$ cat config.mk
export PLATFORM = sky130hd
export DESIGN_NAME = dps_host
export DESIGN_NICKNAME = d
export VERILOG_FILES = /design/src/dps_pkg.sv /design/src/dps_host.sv
export SDC_FILE = /design/constraint.sdc
export NUM_CORES = 1
export LEC_CHECK = 0
export ABC_AREA = 1
export CAP_MARGIN = 0
export CORE_AREA = 2 2 80 82
export CTS_CLUSTER_SIZE = 16
export DETAILED_ROUTE_END_ITERATION = 10
export DIE_AREA = 0 0 82 84
export DONT_BUFFER_PORTS = 1
export PLACE_DENSITY = 0.83
export SLEW_MARGIN = 5
export SYNTH_ARGS = -nofsm -noshare
export SYNTH_HDL_FRONTEND = slang
export SYNTH_SLANG_ARGS = --single-unit
$ cat constraint.sdc
create_clock -name i_sys_clk -period 5 [get_ports i_sys_clk]
set_input_delay 0.25 -clock i_sys_clk [delete_from_list [all_inputs] [get_ports i_sys_clk]]
set_output_delay 0.25 -clock i_sys_clk [all_outputs]
set_load 0.02 [all_outputs]
$ cat src/dps_pkg.sv
package dps_pkg;
   localparam int ADDR_W = 12;
   localparam int DATA_W = 8;
   localparam int FLAG_ADDR_W = 3;
   localparam int NUM_FLAGS = 8;
   // Clock period and the documented times, in nanoseconds.
   localparam int CLK_NS = 40;
   localparam int MIN_WRITE_PULSE_NS = 12;
   localparam int WRITE_FLOAT_TIME_NS = 10;
   localparam int WRITE_DATA_SETUP_NS = 10;
   localparam int ADDR_SETUP_END_NS = 12;
   localparam int ADDR_HOLD_NS = 2;
   localparam int FLAG_UPDATE_GAP_NS = 15;
   localparam int FLAG_WRITE_TO_READ_DELAY_NS = 5;
   localparam int READ_ACCESS_NS = 25;
   localparam int CROSS_PORT_PULSE_DELAY_NS = 30;
   // Least times round up to whole cycles, never under one.
   function automatic int cyc(input int ns);
      int c;
      c = (ns + CLK_NS - 1) / CLK_NS;
      return (c < 1) ? 1 : c;
   endfunction
   localparam int FLOAT_PLUS_SETUP_NS = WRITE_FLOAT_TIME_NS + WRITE_DATA_SETUP_NS;
   localparam int WIDE_PULSE_NS = (FLOAT_PLUS_SETUP_NS > MIN_WRITE_PULSE_NS) ?
      FLOAT_PLUS_SETUP_NS : MIN_WRITE_PULSE_NS;
   localparam int CW = 4;
   localparam logic [CW-1:0] WR_NARROW_CYC = CW'(cyc(MIN_WRITE_PULSE_NS));
   localparam logic [CW-1:0] WR_WIDE_CYC = CW'(cyc(WIDE_PULSE_NS));
   localparam logic [CW-1:0] HOLD_CYC = CW'(cyc(ADDR_HOLD_NS));
   localparam logic [CW-1:0] GAP_CYC = CW'(cyc(FLAG_UPDATE_GAP_NS));
   localparam logic [CW-1:0] RD_CYC = CW'(cyc(READ_ACCESS_NS + FLAG_WRITE_TO_READ_DELAY_NS
      + CROSS_PORT_PULSE_DELAY_NS));
   localparam logic [CW-1:0] CNT_ONE = 4'h1;
   // Extra read cycles so the three-stage data synchroniser has caught up.
   localparam logic [CW-1:0] SYNC_CYC = 4'h3;
   localparam logic FLAG_CLAIM = 1'b0;
   localparam logic FLAG_FREE = 1'b1;

   // Command from the user side.
   typedef struct packed {
      logic write;
      logic flag;
      logic [ADDR_W-1:0] addr;
      logic [DATA_W-1:0] wdata;
   } dps_cmd_t;

   // Pins toward one port of the memory.
   typedef struct packed {
      logic mem_select_n;
      logic flag_latch_select_n;
      logic rw_n;
      logic oe_n;
      logic [ADDR_W-1:0] addr;
      logic [DATA_W-1:0] dq_out;
      logic dq_oe;
   } dps_pins_t;

   typedef enum logic [2:0] {S_IDLE, S_SETUP, S_WRITE, S_HOLD, S_READ, S_GAP} dps_state_t;
endpackage

$ cat src/dps_host.sv
`timescale 1ns/1ps
// How it works
// - Strobe rises first; data held across it.
// - Strobe high whenever address lines change.
// - Pulse widened when output enable low.
// - Output enable high allows minimum pulse.
// - Address set up early, held after end.
// - Data stable before end; no hold needed.
// - Deselect before reading flag after write.
// - Flag write uses bit 0; 0 claims.
// - Flag address 3 bits; never both selects.
// - Host frees every flag at start-up.
module dps_host (
   input wire logic i_sys_clk,
   input wire logic i_rst,
   input wire logic i_cmd_valid,
   output logic o_cmd_ready,
   input wire dps_pkg::dps_cmd_t i_cmd,
   output logic o_rsp_valid,
   output logic [dps_pkg::DATA_W-1:0] o_rsp_data,
   output logic o_init_done,
   output dps_pkg::dps_pins_t o_pins,
   input wire logic [dps_pkg::DATA_W-1:0] i_dq
);
   import dps_pkg::*;

   dps_state_t state_q, state_d;
   dps_pins_t pins_q, pins_d;
   logic [CW-1:0] cnt_q, cnt_d;
   logic [FLAG_ADDR_W:0] init_q, init_d;
   logic [DATA_W-1:0] rsp_data_q, rsp_data_d;
   logic rsp_valid_q, rsp_valid_d;
   logic after_flag_wr_q, after_flag_wr_d;
   logic [DATA_W-1:0] dq_s1_q, dq_s2_q, dq_s3_q;
   logic init_busy;
   dps_cmd_t cur_q, cur_d;
   logic [CW-1:0] low_cnt_q, low_cnt_d;

   // The data bus is asynchronous; only the agreed third-stage value is trusted.
   always_ff @(posedge i_sys_clk or posedge i_rst) begin
      if (i_rst) begin
         dq_s1_q <= '0;
         dq_s2_q <= '0;
         dq_s3_q <= '0;
      end else begin
         dq_s1_q <= i_dq;
         dq_s2_q <= dq_s1_q;
         dq_s3_q <= dq_s2_q;
      end
   end

   assign init_busy = ~init_q[FLAG_ADDR_W];
   assign o_cmd_ready = (state_q == S_IDLE) && !init_busy;
   assign o_rsp_valid = rsp_valid_q;
   assign o_rsp_data = rsp_data_q;
   assign o_init_done = ~init_busy;
   assign o_pins = pins_q;

   // Sequencer for one access; the strobes drop only after the address is already out.
   always_comb begin
      state_d = state_q;
      pins_d = pins_q;
      cnt_d = cnt_q;
      init_d = init_q;
      cur_d = cur_q;
      rsp_valid_d = 1'b0;
      rsp_data_d = rsp_data_q;
      after_flag_wr_d = after_flag_wr_q;
      case (state_q)
         S_IDLE: begin
            pins_d.mem_select_n = 1'b1;
            pins_d.flag_latch_select_n = 1'b1;
            pins_d.rw_n = 1'b1;
            pins_d.oe_n = 1'b1;
            pins_d.dq_oe = 1'b0;
            if (init_busy) begin
               // Flags come up undefined, so each is released once.
               cur_d = '0;
               cur_d.write = 1'b1;
               cur_d.flag = 1'b1;
               cur_d.addr[FLAG_ADDR_W-1:0] = init_q[FLAG_ADDR_W-1:0];
               cur_d.wdata[0] = FLAG_FREE;
               state_d = S_SETUP;
            end else if (i_cmd_valid) begin
               cur_d = i_cmd;
               state_d = S_SETUP;
            end
            if (state_d == S_SETUP) begin
               pins_d.addr = cur_d.flag ? {{(ADDR_W-FLAG_ADDR_W){1'b0}},
                  cur_d.addr[FLAG_ADDR_W-1:0]} : cur_d.addr;
               pins_d.dq_out = cur_d.flag ? {{(DATA_W-1){1'b1}}, cur_d.wdata[0]}
                  : cur_d.wdata;
            end
         end
         S_SETUP: begin
            // Only one select is ever low; the other stays high.
            pins_d.mem_select_n = cur_q.flag;
            pins_d.flag_latch_select_n = ~cur_q.flag;
            if (cur_q.write) begin
               pins_d.rw_n = 1'b0;
               pins_d.oe_n = 1'b1;
               pins_d.dq_oe = 1'b1;
               cnt_d = pins_q.oe_n ? WR_NARROW_CYC : WR_WIDE_CYC;
               state_d = S_WRITE;
            end else begin
               pins_d.oe_n = 1'b0;
               cnt_d = RD_CYC + SYNC_CYC;
               state_d = S_READ;
            end
         end
         S_WRITE: begin
            if (cnt_q > CNT_ONE) begin
               cnt_d = cnt_q - 1'b1;
            end else begin
               pins_d.rw_n = 1'b1;
               cnt_d = HOLD_CYC;
               state_d = S_HOLD;
            end
         end
         S_HOLD: begin
            // Strobe is already high, so address, data and select are still held.
            if (cnt_q > CNT_ONE) begin
               cnt_d = cnt_q - 1'b1;
            end else begin
               pins_d.mem_select_n = 1'b1;
               pins_d.flag_latch_select_n = 1'b1;
               pins_d.dq_oe = 1'b0;
               after_flag_wr_d = cur_q.flag;
               cnt_d = GAP_CYC;
               state_d = after_flag_wr_q || cur_q.flag ? S_GAP : S_IDLE;
               // An init write counts only once finished, so none of them answers.
               if (init_busy) begin
                  init_d = init_q + 1'b1;
               end
               rsp_valid_d = !init_busy;
            end
         end
         S_READ: begin
            // Data is taken only once the last two synchroniser stages agree.
            if (cnt_q > CNT_ONE) begin
               cnt_d = cnt_q - 1'b1;
            end else if (dq_s2_q == dq_s3_q) begin
               rsp_data_d = dq_s3_q;
               rsp_valid_d = 1'b1;
               pins_d.mem_select_n = 1'b1;
               pins_d.flag_latch_select_n = 1'b1;
               pins_d.oe_n = 1'b1;
               after_flag_wr_d = 1'b0;
               state_d = S_IDLE;
            end
         end
         S_GAP: begin
            // Selects and output enable stay high after a flag write, before the next access.
            if (cnt_q > CNT_ONE) begin
               cnt_d = cnt_q - 1'b1;
            end else begin
               state_d = S_IDLE;
            end
         end
         default: state_d = S_IDLE;
      endcase
   end

   // Registers of the sequencer; selects, strobe and output enable idle high, address and data low and undriven in reset.
   always_ff @(posedge i_sys_clk or posedge i_rst) begin
      if (i_rst) begin
         state_q <= S_IDLE;
         pins_q <= '{mem_select_n: 1'b1, flag_latch_select_n: 1'b1, rw_n: 1'b1,
            oe_n: 1'b1, addr: '0, dq_out: '0, dq_oe: 1'b0};
         cnt_q <= '0;
         init_q <= '0;
         cur_q <= '0;
         rsp_valid_q <= 1'b0;
         rsp_data_q <= '0;
         after_flag_wr_q <= 1'b0;
      end else begin
         state_q <= state_d;
         pins_q <= pins_d;
         cnt_q <= cnt_d;
         init_q <= init_d;
         cur_q <= cur_d;
         rsp_valid_q <= rsp_valid_d;
         rsp_data_q <= rsp_data_d;
         after_flag_wr_q <= after_flag_wr_d;
      end
   end

   // Counts the cycles of each write pulse so its width can be checked in nanoseconds.
   always_comb begin
      low_cnt_d = pins_q.rw_n ? '0 : low_cnt_q + 1'b1;
   end

   // Register of the pulse counter; it only serves the checks below.
   always_ff @(posedge i_sys_clk or posedge i_rst) begin
      if (i_rst) begin
         low_cnt_q <= '0;
      end else begin
         low_cnt_q <= low_cnt_d;
      end
   end

   // Address and data may only move while the strobe is high, and stay one cycle after.
   addr_stable_a: assert property (@(posedge i_sys_clk) disable iff (i_rst)
      !pins_q.rw_n |=> $stable(pins_q.addr))
      else $error("address moved during write strobe");
   init_free_a: assert property (@(posedge i_sys_clk) disable iff (i_rst)
      init_busy && !pins_q.rw_n |-> !pins_q.flag_latch_select_n && pins_q.dq_out[0] == FLAG_FREE)
      else $error("init write is not a flag release");
   sel_exclusive_a: assert property (@(posedge i_sys_clk) disable iff (i_rst)
      pins_q.mem_select_n || pins_q.flag_latch_select_n)
      else $error("both selects low");
   pulse_width_a: assert property (@(posedge i_sys_clk) disable iff (i_rst)
      $rose(pins_q.rw_n) |-> int'(low_cnt_q) * CLK_NS >= WIDE_PULSE_NS)
      else $error("write pulse too short");
   data_setup_a: assert property (@(posedge i_sys_clk) disable iff (i_rst)
      $rose(pins_q.rw_n) |-> pins_q.dq_oe && $stable(pins_q.dq_out))
      else $error("data not held to write end");
   sel_hold_a: assert property (@(posedge i_sys_clk) disable iff (i_rst)
      $rose(pins_q.rw_n) |-> !(pins_q.mem_select_n && pins_q.flag_latch_select_n))
      else $error("select rose before strobe");
   flag_bit_a: assert property (@(posedge i_sys_clk) disable iff (i_rst)
      !pins_q.flag_latch_select_n && !pins_q.rw_n |-> &pins_q.dq_out[DATA_W-1:1])
      else $error("flag write upper bits not idle");
   flag_gap_a: assert property (@(posedge i_sys_clk) disable iff (i_rst)
      $rose(pins_q.flag_latch_select_n) && after_flag_wr_d |=> pins_q.flag_latch_select_n)
      else $error("flag reselected too soon");
   init_all_a: assert property (@(posedge i_sys_clk) disable iff (i_rst)
      o_cmd_ready |-> init_q[FLAG_ADDR_W])
      else $error("command accepted before flags freed");
   oe_write_a: assert property (@(posedge i_sys_clk) disable iff (i_rst)
      !pins_q.rw_n |-> pins_q.oe_n)
      else $error("output enable low in write");
   read_done_c: cover property (@(posedge i_sys_clk) disable iff (i_rst)
      state_q == S_READ ##1 rsp_valid_q);
   flag_write_c: cover property (@(posedge i_sys_clk) disable iff (i_rst)
      state_q == S_GAP && !init_busy);
   mem_write_c: cover property (@(posedge i_sys_clk) disable iff (i_rst)
      !pins_q.rw_n && !pins_q.mem_select_n);
endmodule

==> flow_summary_export.csv <==
group,metric,value,unit
layout,layout_commonest_cell,"nand2_1",
run_status,outcome,"complete, no violations",
sta,setup_tns,0,ns
placed_design,place_ws,2.49,ns
detailed_routing,first_pass_iters,4,
sta,skew,0.0134,ns
layout,drive_gt1_share,8.87,%
placed_design,gp_congestion,0.872,
synth,yosys.area_share.adder,0.959,%
synth,yosysUniqueCellTypes,31,
floorplan,coreArea,6100,um2
synth,avgSynthCellArea,8.92,um2
detailed_routing,wl,7.81,mm
synth,ys.flop_type,"dfrtp_1",
clocking,ctsHtreeMaxLevel,3,
hold_path,hold_path.class,"input port to flop",
critical_path,cp-start-kind,"flop",
sta,slew_headroom,27.0,%
placed_design,dpl.hpwl,5.36,mm
clocking,cts_num_sinks,92,
sta,finalCritPeriodShare,51.7,%
critical_path,crit_path_start,"state_q[1]",
synth,synth_area,3920,um2
synth,synth_cells,439,
critical_path,crit_required,4.75,ns
critical_path,worstReg2RegStart,"init_q[3]",
pwr,vdd_drop_max,300,uV
synth,ys_seq_area_share,58.9,%
critical_path,cp_max_fo,23,
clocking,clock_path_buffers,2,
sta,slew_violations,0,
clocking,cts_buffers,9,
global_routing,grt_pass1_vias,2948,
synth,synth_compound_area_share,11.2,%
detailed_routing,avgRoutedWirePerCell,14.8,um
synth,synthArstFlopShare,100,%
critical_path,cp_data_arrival_time,2.33,ns
sta,max_slew.worst_pin.slew,1.09,ns
pwr,power,2440,uW
floorplan,initial_core_util,64.2,%
floorplan,pin_count,69,
floorplan,die_h,84,um
sta,fin_crit,2.58,ns
clocking,root_buffer,"clkbuf_8",
hold_path,min_from,"i_cmd[21]",
floorplan,rows,29,
job,drv_cap,0,
pwr,power.density,578,nW/um2
synth,synth_xor_area_share,1.79,%
layout,diodes,0,
sta,layout_setup_ws,2.42,ns
layout,nets,482,
global_routing,grt_overflow,0,
sta,hold_viol,0,
clocking,insertion_delay,0.36,ns
synth,synth_edf_count,0,
critical_path,crit_path_end_kind,"output pin",
layout,area_growth,7.67,%
floorplan,die_w,82,um
global_routing,grt_pass1_wl,13.4,mm
clocking,cts_setup_buffers,0,
synth,synth_seq_cells,92,
clocking,clkTransAtPathRegs,0.09,ns
sta,rsz0062_at_grt,"false",
global_routing,globalRouteTotalUtil,25.5,%
detailed_routing,post-route-drc-count,0,
synth,yosysWarnings,0,
detailed_routing,antenna_left,0,
synth,synth_top_family_by_area,"simple AND/OR/NAND/NOR gates",
global_routing,grt_max_degree,92,
sta,whs,0.0410,ns
pwr,p_leak,0.00209,uW
detailed_routing,avgViaCountPerCell,5.43,
synth,synth_mux_area_share,0,%
layout,final_cell_mix,"nand2_1, dfrtp_1, o21ai_0, nor2_1, inv_1",
placed_design,port_buffers,0,
placed_design,place_inst,503,
detailed_routing,drtIter0Drc,141,
clocking,cts_tree,"yes",
floorplan,die_area,6890,um2
synth,synth-simple-area-share,21.6,%
detailed_routing,dr_total_vias,2866,
critical_path,worst-setup-path-type,"flop to output pin",
layout,instances_no_fill,528,
global_routing,grt_antenna_before_repair,0,
sta,final-setup-viol-count,0,
synth,synth_nets,475,
sta,clock.fmax,0.387,GHz
-- cells in the mapped netlist, drive strengths merged, types with 4 or more instances --
master,count,area share (%)
nand3,22,2.8
a21oi,8,1.1
dfstp,4,2.7
buf,10,1.5
nand2,128,13
xnor2,7,1.6
o21ai,64,8.5
a211oi,6,1.2
inv,38,3.6
nor2,47,5.2
dfrtp,88,56
clkbuf,4,0.38
-- routing by layer --
layer | share of wire [%] | up-vias | GRT usage (%)
met5 | 0 | - | 0
met4 | 1.7 | 0 | 8.03
met3 | 6.4 | 15 | 8.98
met2 | 50 | 82 | 41.5
met1 | 42 | 1360 | 31.5
li1 | - | 1409 | -
-- sequential cells by signal, indices dropped and copies added (netlist names) --
signal,cells
after_flag_wr_q,1
cnt_q,4
cur_q,22
dq_s1_q,8
dq_s2_q,8
dq_s3_q,8
init_q,4
o_pins,25
o_rsp_data,8
o_rsp_valid,1
state_q,3
-- critical path, stage by stage, from the launching register on --
cell and delay [ns]:
dfrtp_1 0.47, nor2_2 0.15, inv_1 0.11, nor2_4 0.39, inv_1 0.41, nor2_1 0.43
-- path summary, 6_finish.rpt --
path	endpoint	slack [ns]	cells past startpoint
setup / recovery	o_cmd_ready	2.42	5
hold / removal	cur_q[21]	0.04	2
setup reg to reg	cur_q[21]	2.49	5
hold reg to reg	dq_s2_q[6]	0.35	0
max in group asynchronous	o_pins[19]	3.59	3
min in group asynchronous	cur_q[6]	0.18	2
-- what timing repair did --
action,CTS,global route
hold endpoints to repair,9,0
gates resized for setup,0,0
hold buffers,9,0
-- cells by family after synthesis --
kind of cell / count (synthesis)
AND/OR/NAND/NOR: 203
flip-flops: 92
AO/OA/AOI/OAI: 80
buffers and inverters: 53
XOR/XNOR: 8
adder cells (fa/ha/maj): 3
-- stage by stage --
step	util (%)	area [um2]
after floorplan	-	3920
after global placement	64.8	3950
after detailed placement	64.8	3950
after CTS	69.2	4220
after global routing	69.2	4220
final	69.2	4220
-- area by class of cell --
type                       count  area, um2
timing repair buffer          10       97.6
sequential                    92       2310
multi-input combinational    294       1390
clock buffer                  10        138
inverter                      39        148
fill                         464       1880
clock inverter                 6       40.0
tap                           77       96.3
-- where the power goes --
| group | total [uW] | internal (uW) | switching (uW) | leakage, uW |
|---|---|---|---|---|
| combinational | 743 | 242 | 501 | 0.000876 |
| sequential | 1240 | 980 | 264 | 0.00113 |
| clock | 448 | 193 | 255 | 0.0000920 |
| total | 2440 | 1420 | 1020 | 0.00209 |
Power figures use the tool's default switching activity.
